[src/slz_defines.vh]
// constants shared by the shaft limit / zone / error block
`ifndef SLZ_DEFINES_VH
`define SLZ_DEFINES_VH
// ----------------------------------------
// register addresses (word address = index * 4)
// ----------------------------------------
`define SLZ_REG_UF_OFS      8'h00
`define SLZ_REG_LF_OFS      8'h04
`define SLZ_REG_UI_OFS      8'h08
`define SLZ_REG_LI_OFS      8'h0c
`define SLZ_REG_LVL_ZONE    8'h10
`define SLZ_REG_RELVL_ZONE  8'h14
`define SLZ_REG_IND_DIST    8'h18
`define SLZ_REG_MODE        8'h1c
`define SLZ_REG_STATUS      8'h20
`define SLZ_REG_DEFECT_A    8'h24
`define SLZ_REG_DEFECT_B    8'h28
`define SLZ_REG_UF_POS      8'h2c
`define SLZ_REG_LF_POS      8'h30
`define SLZ_REG_UI_POS      8'h34
`define SLZ_REG_LI_POS      8'h38
// ----------------------------------------
// parameter ranges and defaults in mm
// ----------------------------------------
`define SLZ_FIN_MIN   16'h001e
`define SLZ_FIN_MAX   16'h0064
`define SLZ_FIN_DEF   16'h0032
`define SLZ_UI_MIN    16'h0514
`define SLZ_UI_MAX    16'h2710
`define SLZ_UI_DEF    16'h0514
`define SLZ_LI_MIN    16'h06a4
`define SLZ_LI_MAX    16'h2710
`define SLZ_LI_DEF    16'h06a4
`define SLZ_LZ_MIN    16'h0014
`define SLZ_LZ_MAX    16'h015e
`define SLZ_LZ_DEF    16'h00c8
`define SLZ_RZ_MIN    16'h0014
`define SLZ_RZ_MAX    16'h00c8
`define SLZ_RZ_DEF    16'h008c
`define SLZ_IND_MIN   16'h07d0
`define SLZ_IND_MAX   16'h0fa0
`define SLZ_IND_DEF   16'h07d0
// ----------------------------------------
// modes and error levels
// ----------------------------------------
`define SLZ_MODE_NORMAL  2'h0
`define SLZ_MODE_ADJUST  2'h1
`define SLZ_MODE_TEACH   2'h2
`define SLZ_LVL_NONE     3'h0
`define SLZ_LVL_1        3'h1
`define SLZ_LVL_2        3'h2
`define SLZ_LVL_3        3'h3
`define SLZ_LVL_4        3'h4
// ----------------------------------------
// reset button timing
// ----------------------------------------
`define SLZ_PRESS_MAX_MS 32'd500
`define SLZ_CLK_KHZ      32'd200000
`define SLZ_PRESSES      2'h3
`endif

[src/slz_core.v]
// shaft limit positions, door zones and persistent error level logic
// Behaviour
// (RL1) normal/adjust: upper final limit = highest flush plus offset 30..100, default 50
// (RL2) teach with temp references: upper final limit = upper temp reference
// (RL3) normal/adjust: lower final limit = lowest flush minus offset 30..100, default 50
// (RL4) teach with temp references: lower final limit = lower temp reference
// (RL5) upper inspection = highest flush (teach: upper ref) minus 1300..10000
// (RL6) lower inspection = lowest flush (teach: lower ref) plus 1700..10000
// (RL7) levelling zone is flush plus/minus size 20..350, default 200
// (RL8) re-levelling zone is flush plus/minus size 20..200, default 140
// (RL9) buzzer and led on within 2000..4000 mm of an inspection limit
// (RL10) parameter writes taken only when inside the allowed range
// (RL11) every settable parameter reads back its present value
// (RL12) level 1 stops travel, then becomes level 2 at standstill
// (RL13) level 2 opens primary, 3 adds secondary, 4 adds governor
// (RL14) error level is kept in non-volatile store until manual reset
// (RL15) current level held in two defect registers, one per channel
// (RL16) both defect registers also hold the level found at start-up
// (RL17) teach and adjust requests are refused while an error is active
// (RL18) power loss leaves every contact open
// (RL19) controller reads the current level over the bus for display
// (RL20) manual reset needs three short presses with short gaps
// (RL21) a lower severity defect never lowers the set level
//
// Decided for this implementation: the placing of the registers and the address-and-strobe port.
`timescale 1ns/1ps
`default_nettype none
`include "slz_defines.vh"
module slz_core #(
   parameter PW      = 24,
   parameter CNT_MAX = `SLZ_PRESS_MAX_MS * `SLZ_CLK_KHZ
) (
   input  wire          i_ref_clk,
   input  wire          i_rst,
   input  wire [7:0]    i_addr,
   input  wire [31:0]   i_wdata,
   input  wire          i_wr,
   input  wire          i_rd,
   output reg  [31:0]   o_rdata,
   input  wire [PW-1:0] i_pos,
   input  wire [PW-1:0] i_flush_high,
   input  wire [PW-1:0] i_flush_low,
   input  wire [PW-1:0] i_flush_near,
   input  wire [PW-1:0] i_ref_upper,
   input  wire [PW-1:0] i_ref_lower,
   input  wire          i_ref_valid,
   input  wire          i_moving,
   input  wire          i_defect,
   input  wire [2:0]    i_defect_level,
   input  wire [2:0]    i_nv_level,
   input  wire          i_nv_valid,
   output reg           o_nv_write,
   output reg  [2:0]    o_nv_level,
   input  wire          i_reset_btn,
   output reg           o_stop_travel,
   output wire          o_primary_actuator_contact,
   output wire          o_secondary_actuator_contact,
   output wire          o_governor_actuator_contact,
   output reg           o_in_level_zone,
   output reg           o_in_relevel_zone,
   output reg           o_buzzer,
   output reg           o_led,
   output wire [1:0]    o_mode
);
   // -----------------------------
   // settable parameters and mode
   // -----------------------------
   reg [15:0] uf_ofs;
   reg [15:0] lf_ofs;
   reg [15:0] ui_ofs;
   reg [15:0] li_ofs;
   reg [15:0] lvl_zone;
   reg [15:0] relvl_zone;
   reg [15:0] ind_dist;
   reg [1:0]  mode;
   reg [2:0]  level_a;
   reg [2:0]  level_b;
   reg [2:0]  start_level;
   reg        started;
   reg        contacts_ok;
   reg [PW-1:0] uf_pos;
   reg [PW-1:0] lf_pos;
   reg [PW-1:0] ui_pos;
   reg [PW-1:0] li_pos;
   reg [2:0]  next_level;
   wire       reset_ok;
   // set upper bits make the word out of range: all ones lies above every maximum
   wire [15:0] wv = (i_wdata[31:16] == 16'h0) ? i_wdata[15:0] : 16'hffff;
   wire       teach_ref = (mode == `SLZ_MODE_TEACH) && i_ref_valid;
   wire       err_on    = (level_a != `SLZ_LVL_NONE);

   slz_reset_seq #(
      .CNT_MAX (CNT_MAX)
   ) slz_reset_seq_i (
      .i_ref_clk  (i_ref_clk),
      .i_rst      (i_rst),
      .i_btn      (i_reset_btn),
      .o_reset_ok (reset_ok)
   );

   // range check on every parameter write; out of range values are dropped silently
   always @(posedge i_ref_clk) begin
      if (i_rst) begin
         uf_ofs     <= `SLZ_FIN_DEF;
         lf_ofs     <= `SLZ_FIN_DEF;
         ui_ofs     <= `SLZ_UI_DEF;
         li_ofs     <= `SLZ_LI_DEF;
         lvl_zone   <= `SLZ_LZ_DEF;
         relvl_zone <= `SLZ_RZ_DEF;
         ind_dist   <= `SLZ_IND_DEF;
         mode       <= `SLZ_MODE_NORMAL;
      end else if (i_wr) begin
         if (i_addr == `SLZ_REG_UF_OFS) begin
            if (wv >= `SLZ_FIN_MIN && wv <= `SLZ_FIN_MAX) uf_ofs <= wv; // RL10
         end else if (i_addr == `SLZ_REG_LF_OFS) begin
            if (wv >= `SLZ_FIN_MIN && wv <= `SLZ_FIN_MAX) lf_ofs <= wv; // RL10
         end else if (i_addr == `SLZ_REG_UI_OFS) begin
            if (wv >= `SLZ_UI_MIN && wv <= `SLZ_UI_MAX) ui_ofs <= wv; // RL10
         end else if (i_addr == `SLZ_REG_LI_OFS) begin
            if (wv >= `SLZ_LI_MIN && wv <= `SLZ_LI_MAX) li_ofs <= wv; // RL10
         end else if (i_addr == `SLZ_REG_LVL_ZONE) begin
            if (wv >= `SLZ_LZ_MIN && wv <= `SLZ_LZ_MAX) lvl_zone <= wv; // RL10
         end else if (i_addr == `SLZ_REG_RELVL_ZONE) begin
            if (wv >= `SLZ_RZ_MIN && wv <= `SLZ_RZ_MAX) relvl_zone <= wv; // RL10
         end else if (i_addr == `SLZ_REG_IND_DIST) begin
            if (wv >= `SLZ_IND_MIN && wv <= `SLZ_IND_MAX) ind_dist <= wv; // RL10
         end else if (i_addr == `SLZ_REG_MODE) begin
            // only normal mode may be entered while an error stands
            if (i_wdata[1:0] == `SLZ_MODE_NORMAL)
               mode <= `SLZ_MODE_NORMAL;
            else if (!err_on && (i_wdata[1:0] == `SLZ_MODE_ADJUST || i_wdata[1:0] == `SLZ_MODE_TEACH))
               mode <= i_wdata[1:0]; // RL17
         end
      end
   end
   assign o_mode = mode;

   // -----------------------------
   // limit positions
   // -----------------------------
   always @(posedge i_ref_clk) begin
      if (i_rst) begin
         uf_pos <= {PW{1'b0}};
         lf_pos <= {PW{1'b0}};
         ui_pos <= {PW{1'b0}};
         li_pos <= {PW{1'b0}};
      end else if (teach_ref) begin
         uf_pos <= i_ref_upper; // RL2
         lf_pos <= i_ref_lower; // RL4
         ui_pos <= i_ref_upper - {{(PW-16){1'b0}}, ui_ofs}; // RL5
         li_pos <= i_ref_lower + {{(PW-16){1'b0}}, li_ofs}; // RL6
      end else begin
         uf_pos <= i_flush_high + {{(PW-16){1'b0}}, uf_ofs}; // RL1
         lf_pos <= i_flush_low - {{(PW-16){1'b0}}, lf_ofs}; // RL3
         ui_pos <= i_flush_high - {{(PW-16){1'b0}}, ui_ofs}; // RL5
         li_pos <= i_flush_low + {{(PW-16){1'b0}}, li_ofs}; // RL6
      end
   end

   // -----------------------------
   // door zones and limit indicator
   // -----------------------------
   // distance to nearest flush and to each inspection limit, unsigned magnitude
   wire [PW-1:0] d_flush = (i_pos >= i_flush_near) ? i_pos - i_flush_near : i_flush_near - i_pos;
   wire [PW-1:0] d_ui    = (i_pos >= ui_pos) ? i_pos - ui_pos : ui_pos - i_pos;
   wire [PW-1:0] d_li    = (i_pos >= li_pos) ? i_pos - li_pos : li_pos - i_pos;
   wire [PW-1:0] ind_w   = {{(PW-16){1'b0}}, ind_dist};
   always @(posedge i_ref_clk) begin
      if (i_rst) begin
         o_in_level_zone   <= 1'b0;
         o_in_relevel_zone <= 1'b0;
         o_buzzer          <= 1'b0;
         o_led             <= 1'b0;
      end else begin
         o_in_level_zone   <= d_flush <= {{(PW-16){1'b0}}, lvl_zone}; // RL7
         o_in_relevel_zone <= d_flush <= {{(PW-16){1'b0}}, relvl_zone}; // RL8
         o_buzzer          <= (d_ui <= ind_w) || (d_li <= ind_w); // RL9
         o_led             <= (d_ui <= ind_w) || (d_li <= ind_w); // RL9
      end
   end

   // -----------------------------
   // error level
   // -----------------------------
   // the new defect wins over a manual reset in the same cycle
   always @* begin
      next_level = level_a;
      if (reset_ok)
         next_level = `SLZ_LVL_NONE; // RL20
      if (level_a == `SLZ_LVL_1 && !i_moving && !reset_ok)
         next_level = `SLZ_LVL_2; // RL12
      if (i_defect && i_defect_level > next_level)
         next_level = i_defect_level; // RL21
   end

   always @(posedge i_ref_clk) begin
      if (i_rst) begin
         level_a     <= `SLZ_LVL_NONE;
         level_b     <= `SLZ_LVL_NONE;
         start_level <= `SLZ_LVL_NONE;
         started     <= 1'b0;
         contacts_ok <= 1'b0;
         o_nv_write  <= 1'b0;
         o_nv_level  <= `SLZ_LVL_NONE;
         o_stop_travel <= 1'b0;
      end else if (!started) begin
         // contacts stay open until the stored level is known
         if (i_nv_valid) begin
            level_a     <= i_nv_level; // RL14
            level_b     <= i_nv_level; // RL15
            start_level <= i_nv_level; // RL16
            started     <= 1'b1;
            contacts_ok <= 1'b1;
         end
      end else begin
         level_a       <= next_level; // RL15
         level_b       <= next_level; // RL15
         o_nv_write    <= (next_level != level_a); // RL14
         o_nv_level    <= next_level;
         o_stop_travel <= (next_level == `SLZ_LVL_1) && i_moving; // RL12
      end
   end

   // a contact output is high when closed; unpowered logic reads low, so all open
   assign o_primary_actuator_contact   = contacts_ok && level_a < `SLZ_LVL_2; // RL13 RL18
   assign o_secondary_actuator_contact = contacts_ok && level_a < `SLZ_LVL_3; // RL13 RL18
   assign o_governor_actuator_contact  = contacts_ok && level_a < `SLZ_LVL_4; // RL13 RL18

   // -----------------------------
   // read port
   // -----------------------------
   always @(posedge i_ref_clk) begin
      if (i_rst) begin
         o_rdata <= 32'h0;
      end else if (i_rd) begin
         if (i_addr == `SLZ_REG_UF_OFS)          o_rdata <= {16'h0, uf_ofs}; // RL11
         else if (i_addr == `SLZ_REG_LF_OFS)     o_rdata <= {16'h0, lf_ofs}; // RL11
         else if (i_addr == `SLZ_REG_UI_OFS)     o_rdata <= {16'h0, ui_ofs}; // RL11
         else if (i_addr == `SLZ_REG_LI_OFS)     o_rdata <= {16'h0, li_ofs}; // RL11
         else if (i_addr == `SLZ_REG_LVL_ZONE)   o_rdata <= {16'h0, lvl_zone}; // RL11
         else if (i_addr == `SLZ_REG_RELVL_ZONE) o_rdata <= {16'h0, relvl_zone}; // RL11
         else if (i_addr == `SLZ_REG_IND_DIST)   o_rdata <= {16'h0, ind_dist}; // RL11
         else if (i_addr == `SLZ_REG_MODE)       o_rdata <= {30'h0, mode};
         else if (i_addr == `SLZ_REG_STATUS)     o_rdata <= {29'h0, level_a}; // RL19
         else if (i_addr == `SLZ_REG_DEFECT_A)   o_rdata <= {21'h0, start_level, 5'h0, level_a}; // RL16
         else if (i_addr == `SLZ_REG_DEFECT_B)   o_rdata <= {21'h0, start_level, 5'h0, level_b}; // RL16
         else if (i_addr == `SLZ_REG_UF_POS)     o_rdata <= {{(32-PW){1'b0}}, uf_pos};
         else if (i_addr == `SLZ_REG_LF_POS)     o_rdata <= {{(32-PW){1'b0}}, lf_pos};
         else if (i_addr == `SLZ_REG_UI_POS)     o_rdata <= {{(32-PW){1'b0}}, ui_pos};
         else if (i_addr == `SLZ_REG_LI_POS)     o_rdata <= {{(32-PW){1'b0}}, li_pos};
         else                                    o_rdata <= 32'h0;
      end else begin
         o_rdata <= 32'h0;
      end
   end
endmodule // slz_core
`default_nettype wire

[src/slz_reset_seq.v]
// triple short press detector for the manual error reset button
`timescale 1ns/1ps
`default_nettype none
`include "slz_defines.vh"
module slz_reset_seq #(
   parameter CNT_MAX = `SLZ_PRESS_MAX_MS * `SLZ_CLK_KHZ
) (
   input  wire i_ref_clk,
   input  wire i_rst,
   input  wire i_btn,
   output reg  o_reset_ok
);
   reg [1:0]  btn_sync;
   reg        btn_q;
   reg [31:0] cnt;
   reg [1:0]  presses;
   reg        armed;
   localparam [31:0] LIMIT = CNT_MAX;

   // -----------------------------
   // synchroniser and sequencer
   // -----------------------------
   // every press under limit, every gap not over limit; any violation restarts the count
   always @(posedge i_ref_clk) begin
      if (i_rst) begin
         btn_sync   <= 2'h0;
         btn_q      <= 1'b0;
         cnt        <= 32'h0;
         presses    <= 2'h0;
         armed      <= 1'b0;
         o_reset_ok <= 1'b0;
      end else begin
         btn_sync   <= {btn_sync[0], i_btn};
         btn_q      <= btn_sync[1];
         o_reset_ok <= 1'b0;
         if (cnt != 32'hffffffff)
            cnt <= cnt + 32'h1;
         if (btn_sync[1] && !btn_q) begin
            cnt <= 32'h0;
            if (armed && cnt > LIMIT)
               presses <= 2'h0;
         end else if (!btn_sync[1] && btn_q) begin
            cnt <= 32'h0;
            if (cnt < LIMIT) begin // RL20
               if (presses + 2'h1 == `SLZ_PRESSES) begin
                  o_reset_ok <= 1'b1; // RL20
                  presses    <= 2'h0;
                  armed      <= 1'b0;
               end else begin
                  presses <= presses + 2'h1;
                  armed   <= 1'b1;
               end
            end else begin
               presses <= 2'h0;
               armed   <= 1'b0;
            end
         end else if (!btn_sync[1] && armed && cnt > LIMIT) begin
            presses <= 2'h0; // gap too long
            armed   <= 1'b0;
         end
      end
   end
endmodule // slz_reset_seq
`default_nettype wire

[config.mk]
export PLATFORM = sky130hd
export DESIGN_NAME = slz_core
export DESIGN_NICKNAME = d
export VERILOG_FILES = /design/src/slz_core.v /design/src/slz_reset_seq.v
export VERILOG_INCLUDE_DIRS = /design/src
export SDC_FILE = /design/constraint.sdc
export NUM_CORES = 1
export LEC_CHECK = 0
export ABC_CLOCK_PERIOD_IN_PS = 5500
export BUFFER_PORTS_ARGS = -buffer_cell sky130_fd_sc_hd__buf_4
export CAP_MARGIN = 15
export CORE_ASPECT_RATIO = 0.75
export CORE_UTILIZATION = 30
export CTS_BUF_LIST = sky130_fd_sc_hd__clkbuf_4 sky130_fd_sc_hd__clkbuf_8
export CTS_CLUSTER_DIAMETER = 150
export DETAILED_ROUTE_END_ITERATION = 12
export SYNTH_ARGS = -nofsm -noshare
export SYNTH_HDL_FRONTEND = slang
export SYNTH_SLANG_ARGS = --single-unit
export TNS_END_PERCENT = 10
[constraint.sdc]
create_clock -name i_ref_clk -period 5.5 [get_ports i_ref_clk]
set_input_delay 1.375 -clock i_ref_clk [delete_from_list [all_inputs] [get_ports i_ref_clk]]
set_output_delay 1.375 -clock i_ref_clk [all_outputs]
set_load 0.01 [all_outputs]
==> After elaboration in Yosys (flattened, before gate mapping) <==
Cells that the tools add are included.
{ "classes": {"order_cmp": 23, "mux": 43, "n_bitwise": 12, "n_reduce_logical": 51, "n_eq_ne": 23, "add_sub_neg": 14} }
{ "ops": {"columns": ["op", "count"], "rows": [
  ["$mux 24", 11],
  ["$mux 16", 12],
  ["$sub 24x24->24", 6],
  ["$le 24x16->1", 4],
  ["$add 24x16->24", 3],
  ["$ge 24x24->1", 3],
  ["$sub 24x16->24", 3],
  ["$eq 8x6->1 const B", 7],
  ["$ge 16x11->1 const B", 3],
  ["$add 32x1->32 const B", 1],
  ["$eq 8x5->1 const B", 4],
  ["$ge 16x5->1 const B", 2],
  ["$gt 32x27->1 const B", 1],
  ["$lt 32x27->1 const B", 1],
  ["$ne 32x32->1 const B", 1],
  ["$logic_and 1x1->1", 20],
  ["$eq 8x4->1 const B", 2],
  ["$le 16x12->1 const B", 1],
  ["$le 16x14->1 const B", 1],
  ["$le 16x7->1 const B", 1],
  ["$le 16x8->1 const B", 1],
  ["$le 16x9->1 const B", 1],
  ["$logic_not 16->1", 1],
  ["$mux 2", 8],
  ["33 further kinds", 68]
]} }
{ "word_totals": {"out_inout_bits": 46, "register_bits": 297} }

==> Depth between registers and ports, before layout <==
{ "depth": {"depth_word": 16, "ltp_mapped": 27, "depth_no_buf": 26} }

==> Cells and area by module <==
From an unflattened synthesis, not the netlist that was laid out.
{ "unflattened": {"hier_cells": 3256, "hier_area_um2": 24637.4} }
{ "modules_own_cells": {"columns": ["module", "cells_each", "instances", "area_each_um2", "seq_area_each_um2"], "rows": [
  ["slz_core", 3000, 1, 22590.4, 5004.8],
  ["slz_reset_seq", 256, 1, 2047.0, 780.7]
]} }

==> Least setup slack after synthesis <==
OpenSTA, ideal clock, no wires.
{ "synth_path": {"path_kind": "input to register", "startpoint": "in i_pos[18]", "endpoint": "reg o_led", "stages": 24, "path_slack_ns": -0.455, "n_path_buf": 4, "t_arrival_ns": 5.896, "path_cell_list": "inv_1 ha_1 buf_2 and3_1 clkbuf_1 a221o_1 a21oi_1 o2111ai_1 a31oi_2 buf_2 buf_1 mux2_2 ha_1 nor2b_1 o21a_1 o21ai_0 a21oi_1 o31ai_1 a21boi_0 o32a_1 a2111oi_0 nand4_1 nor4_1 a31o_1"} }
{ "synth_via": {"elab_chain_len": 4, "word_cells_on_any_way": 11, "cone_classes": "add/sub (4); order compare (4); mux (2); reduce/logical (1)"} }
{ "synth_rtl": {"columns": ["element", "line_no", "text"], "rows": [
  ["start, declared", "slz_core.v:40", "input wire [PW-1:0] i_pos,"],
  ["$sub 24x24->24 (tied with other cells)", "slz_core.v:165", "wire [PW-1:0] d_ui = (i_pos >= ui_pos) ? i_pos - ui_pos : ui_pos - i_pos;"],
  ["$mux 24 (on tied branches)", "slz_core.v:165, slz_core.v:166", null],
  ["$le 24x16->1", "slz_core.v:178", "o_led <= (d_ui <= ind_w) || (d_li <= ind_w);"],
  ["$logic_or 1x1->1 (*)", "slz_core.v:178", null],
  ["end signal, assigned", "slz_core.v:178", null],
  ["end, declared", "slz_core.v:62", "output reg o_led,"]
]} }
Mark *: on every way between the ends. The rest lies on a longest branch, timed or not.
A chain may end at the register's enable or synchronous reset.

==> Final worst setup path <==
{ "layout_path": {"startpoint": "in i_pos[0]", "endpoint": "reg o_led"} }
The elaborated chain is that of the path after synthesis.

==> implementation parameters <==
Parameter                              Value

Drt
  Number of iterations in the first detailed-routing pass ... 6
  Remaining design rule violation count ... 0
  Starting DRT DRC Count ... 2,810
  Number of vias after detailed routing ... 25,750
  Routed wire length per instance ... 20.30 um
  Via count normalized by instance count ... 5.353
  Final ANT Viol Nets ... 0
  Wire length after detailed routing ... 97,620 um

Timing
  Worst slew margin ... 0.3643
  Period Utilization, post-route ... 1.001
  FMAX ... between 0.15 and 0.2 GHz
  Unrepaired setup endpoints after global routing ... yes
  Clock period minus final worst setup slack ... 5.504 ns
  Setup Skew ... 0.06783 ns
  Worst hold margin ... 0.4521 ns
  Transition time at the pin with the least slew margin ... 0.9463 ns
  Number of failing hold endpoints at the final stage ... 0
  Setup slack of the critical path after layout ... -0.003763 ns
  Final setup violation count ... 1
  Pins Over Slew Limit ... 0

Cells and area
  Share of layout cells above drive strength 1 ... 0.2050
  Final Util ... 0.3849
  N_diodes ... 0
  Non-filler cells, final ... 4,810
  Multi-input gate area ... 17,160 um2
  Layout Nets ... between 4,000 and 5,000
  Filler Cells Inserted ... 8,476
  FF+latch area ... 5786 um2
  Layout Area Growth over Synthesis ... 26.98%

Clock tree
  Count of H-tree levels built during CTS ... 2
  Clk root buf ... sky130_fd_sc_hd__clkbuf_8
  CTS clk-pin slew, worst paths ... 0.06 ns
  Clock latency at the later pin of the worst-skew pair ... approximately 0.70 ns
  Clock tree from TritonCTS ... done
  TritonCTS buffer count ... 52
  Hold bufs inserted after CTS ... 0
  Clock sink count ... 289
  Maximum clock insertion buffer count ... 3

Placement
  Dpl cells ... 4,706
  DPL Wire Length ... just over 80,000 um
  Final weighted congestion in routability-driven placement ... just under 1
  IO Port Bufs ... 236

Power and ir drop
  Leak pwr ... 14.03 nW
  Total power ... 6.942 mW
  VDD IR-drop max ... 0.0002104 V
  Power per Cell Area ... 224.3 nW/um2

Logic synthesis
  Area of the mapped netlist ... roughly 24,000 um2
  EDFF count, synth ... 0
  Per-instance average area after synthesis ... between 7 and 8 um2
  Register bit total from synthesis ... slightly below 300
  Proportion of synthesized chip area in sequential cells ... 0.2374
  Number of different library cells in the post-synthesis netlist ... 82
  Flip-flop cell with the highest count after synthesis ... sky130_fd_sc_hd__dfxtp_1
  Gate count after technology mapping ... 3,212
  Number of synthesis warnings ... 0
  Async set or reset register ratio after synthesis ... 0

Global route
  Pin count of the biggest net entering global routing ... 79
  Via count of the first global-routing pass ... 23,980
  Total GRT Usage ... 0.2289
  Total congestion overflow ... 0
  Wire length of the first global-routing pass ... around 150,000 um
  Initial antenna violation count ... 2

Critical path
  Data arrival time of the critical path ... roughly 6.1 ns
  Kind of end point of the critical path ... flop
  CP startpoint kind ... primary input
  Required time of the critical path ... 6.10 ns
  Critical path type ... in -> reg
  Highest net fanout along the worst path ... 4

Die
  Starting density of the core ... 0.3031
  Count of pins on the block boundary ... between 200 and 250
  Std cell rows ... 90
  DIE HEIGHT ... 248.8 um
  Die Span X ... 331.1 um
  Core box area ... 80,400 um2
  Die Footprint ... ~82,000 um2

Run
  Max-cap check violation count ... 0

Outcome
  Result of the run ... finished with violations
  Failing checks ... setup timing

Worst hold path
  HP Class ... reg -> reg
## power breakdown
| part | internal [mW] | leakage (nW) | total [mW] | switching, mW |
|---|---|---|---|---|
| clock | 1.21 | 0.596 | 2.22 | 1.01 |
| sequential | 2.16 | 2.36 | 2.24 | 0.0852 |
| combinational | 1.16 | 11.1 | 2.48 | 1.32 |
## stage by stage
step | worst slack, ns | cell area [um2] | TNS [ns]
after floorplan | -0.07439 | 24480 | -0.1343
after global placement | -0.6960 | 29540 | -1.606
after detailed placement | -0.8556 | 29540 | -2.017
after CTS | 0.008872 | 30690 | 0
after global routing | -0.1608 | 30950 | -0.2097
final | -0.003763 | 30950 | -0.003763
## sequential cells by signal (all words and copies together) (netlist names), 2 cells and up
| name | count |
|---|---|
| lf_pos | 24 |
| uf_ofs | 16 |
| o_nv_level | 3 |
| li_pos | 24 |
| level_b | 3 |
| lvl_zone | 16 |
| slz_reset_seq_i.presses | 2 |
| uf_pos | 24 |
| ui_pos | 24 |
| lf_ofs | 16 |
| relvl_zone | 16 |
| ui_ofs | 16 |
| start_level | 3 |
| slz_reset_seq_i.cnt | 32 |
| o_mode | 2 |
| slz_reset_seq_i.btn_sync | 2 |
| o_rdata | 24 |
| ind_dist | 16 |
| li_ofs | 16 |
## cells in the final DEF, fill, tap and decap left out, drive strengths merged, types with 26 or more instances in the layout
cell	instances
a21o	93
o21a	37
nor2b	42
o211ai	35
a21oi	278
a211oi	72
nand2b	32
dfxtp	289
xor2	63
buf	599
nand4	49
xnor2	89
nand2	319
inv	247
mux2i	67
and2	41
a222oi	29
clkbuf	83
ha	275
and3	36
nand3	80
o21ai	149
o21bai	26
nor3	74
a31oi	40
nor2	307
## synthesized netlist by cell type (23+ instances only)
cell | count | share of area
sky130_fd_sc_hd__a211oi_1 | 70 | 0.022
sky130_fd_sc_hd__a21o_1 | 93 | 0.029
sky130_fd_sc_hd__a21oi_1 | 276 | 0.057
sky130_fd_sc_hd__a221oi_1 | 23 | 0.0083
sky130_fd_sc_hd__a222oi_1 | 29 | 0.012
sky130_fd_sc_hd__a31oi_1 | 39 | 0.010
sky130_fd_sc_hd__and2_1 | 41 | 0.011
sky130_fd_sc_hd__and3_1 | 36 | 0.0092
sky130_fd_sc_hd__clkbuf_1 | 114 | 0.018
sky130_fd_sc_hd__dfxtp_1 | 289 | 0.24
sky130_fd_sc_hd__ha_1 | 275 | 0.14
sky130_fd_sc_hd__inv_1 | 245 | 0.038
sky130_fd_sc_hd__mux2i_1 | 67 | 0.028
sky130_fd_sc_hd__nand2_1 | 319 | 0.049
sky130_fd_sc_hd__nand2b_1 | 32 | 0.0082
sky130_fd_sc_hd__nand3_1 | 79 | 0.016
sky130_fd_sc_hd__nand4_1 | 49 | 0.013
sky130_fd_sc_hd__nor2_1 | 307 | 0.047
sky130_fd_sc_hd__nor2b_1 | 42 | 0.011
sky130_fd_sc_hd__nor3_1 | 74 | 0.015
sky130_fd_sc_hd__o211ai_1 | 35 | 0.011
sky130_fd_sc_hd__o21a_1 | 37 | 0.011
sky130_fd_sc_hd__o21ai_0 | 145 | 0.030
sky130_fd_sc_hd__o21bai_1 | 26 | 0.0080
sky130_fd_sc_hd__or3_1 | 23 | 0.0059
sky130_fd_sc_hd__xnor2_1 | 89 | 0.032
sky130_fd_sc_hd__xor2_1 | 63 | 0.023
## final timing paths
kind / from / to / slack (ns) / depth (start not counted)
hold / removal: slz_reset_seq_i.btn_sync[0] / slz_reset_seq_i.btn_sync[1] / 0.45 / 1
hold reg to reg: slz_reset_seq_i.btn_sync[0] / slz_reset_seq_i.btn_sync[1] / 0.45 / 1
setup / recovery: i_pos[0] / o_led / -0.004 / 26
setup reg to reg: ui_pos[0] / o_led / 0.33 / 24
## worst max-delay path, cell delays in order
cell	delay, ns
sky130_fd_sc_hd__buf_8	0.10
sky130_fd_sc_hd__clkinvlp_4	0.14
sky130_fd_sc_hd__ha_4	0.16
sky130_fd_sc_hd__inv_2	0.04
sky130_fd_sc_hd__fa_2	0.36
sky130_fd_sc_hd__a21o_1	0.21
sky130_fd_sc_hd__a2111oi_4	0.46
sky130_fd_sc_hd__o41ai_2	0.14
sky130_fd_sc_hd__o21ai_1	0.20
sky130_fd_sc_hd__nand2_2	0.13
sky130_fd_sc_hd__o31a_1	0.29
sky130_fd_sc_hd__nand3_1	0.07
sky130_fd_sc_hd__o211ai_1	0.13
sky130_fd_sc_hd__buf_4	0.17
sky130_fd_sc_hd__xor2_2	0.14
sky130_fd_sc_hd__ha_1	0.32
sky130_fd_sc_hd__o21a_1	0.12
sky130_fd_sc_hd__o21a_1	0.19
sky130_fd_sc_hd__o21ai_2	0.15
sky130_fd_sc_hd__a21oi_2	0.05
sky130_fd_sc_hd__nor4_2	0.24
sky130_fd_sc_hd__o21bai_1	0.11
sky130_fd_sc_hd__o21ai_1	0.15
sky130_fd_sc_hd__nand4_1	0.13
sky130_fd_sc_hd__nor4_1	0.31
sky130_fd_sc_hd__a31o_1	0.18
## layer usage
metal / up-vias / global-route usage / part of all wire / routed length, um
li1: 12480 / - / - / -
met1: 12100 / 0.3589 / 0.49 / 48300
met2: 1066 / 0.3268 / 0.40 / 39300
met3: 100 / 0.03424 / 0.087 / 8518
met4: 0 / 0.03644 / 0.015 / 1509
met5: - / 0 / 0 / 0
## cells by family after synthesis
group	after synthesis	synth area share
muxes	75	0.03137
other	1	0.0001539
xor gates and xnor gates	152	0.05462
adders and majority gates	285	0.1494
DFF	289	0.2374
buffers and inverters	405	0.06709
AOI/OAI and AO/OA	922	0.2504
and+or+nand+nor	1083	0.2097
## layout make-up
type / count / share of cell area
clock buffers: 81 / 0.03339
clock inverters: 11 / 0.003477
flip-flops and latches: 289 / 0.1869
multi-input cells: 2525 / 0.5543
inverters: 245 / 0.02984
well taps: 1058 / 0.04277
repair buffers: 601 / 0.1493
## timing repair
action,CTS,global route
gates resized for setup,3,34
pin swaps,3,36
gates cloned,0,3
setup buffers,0,9
setup endpoints to repair,1,3
(Power assumes the default switching activity.)
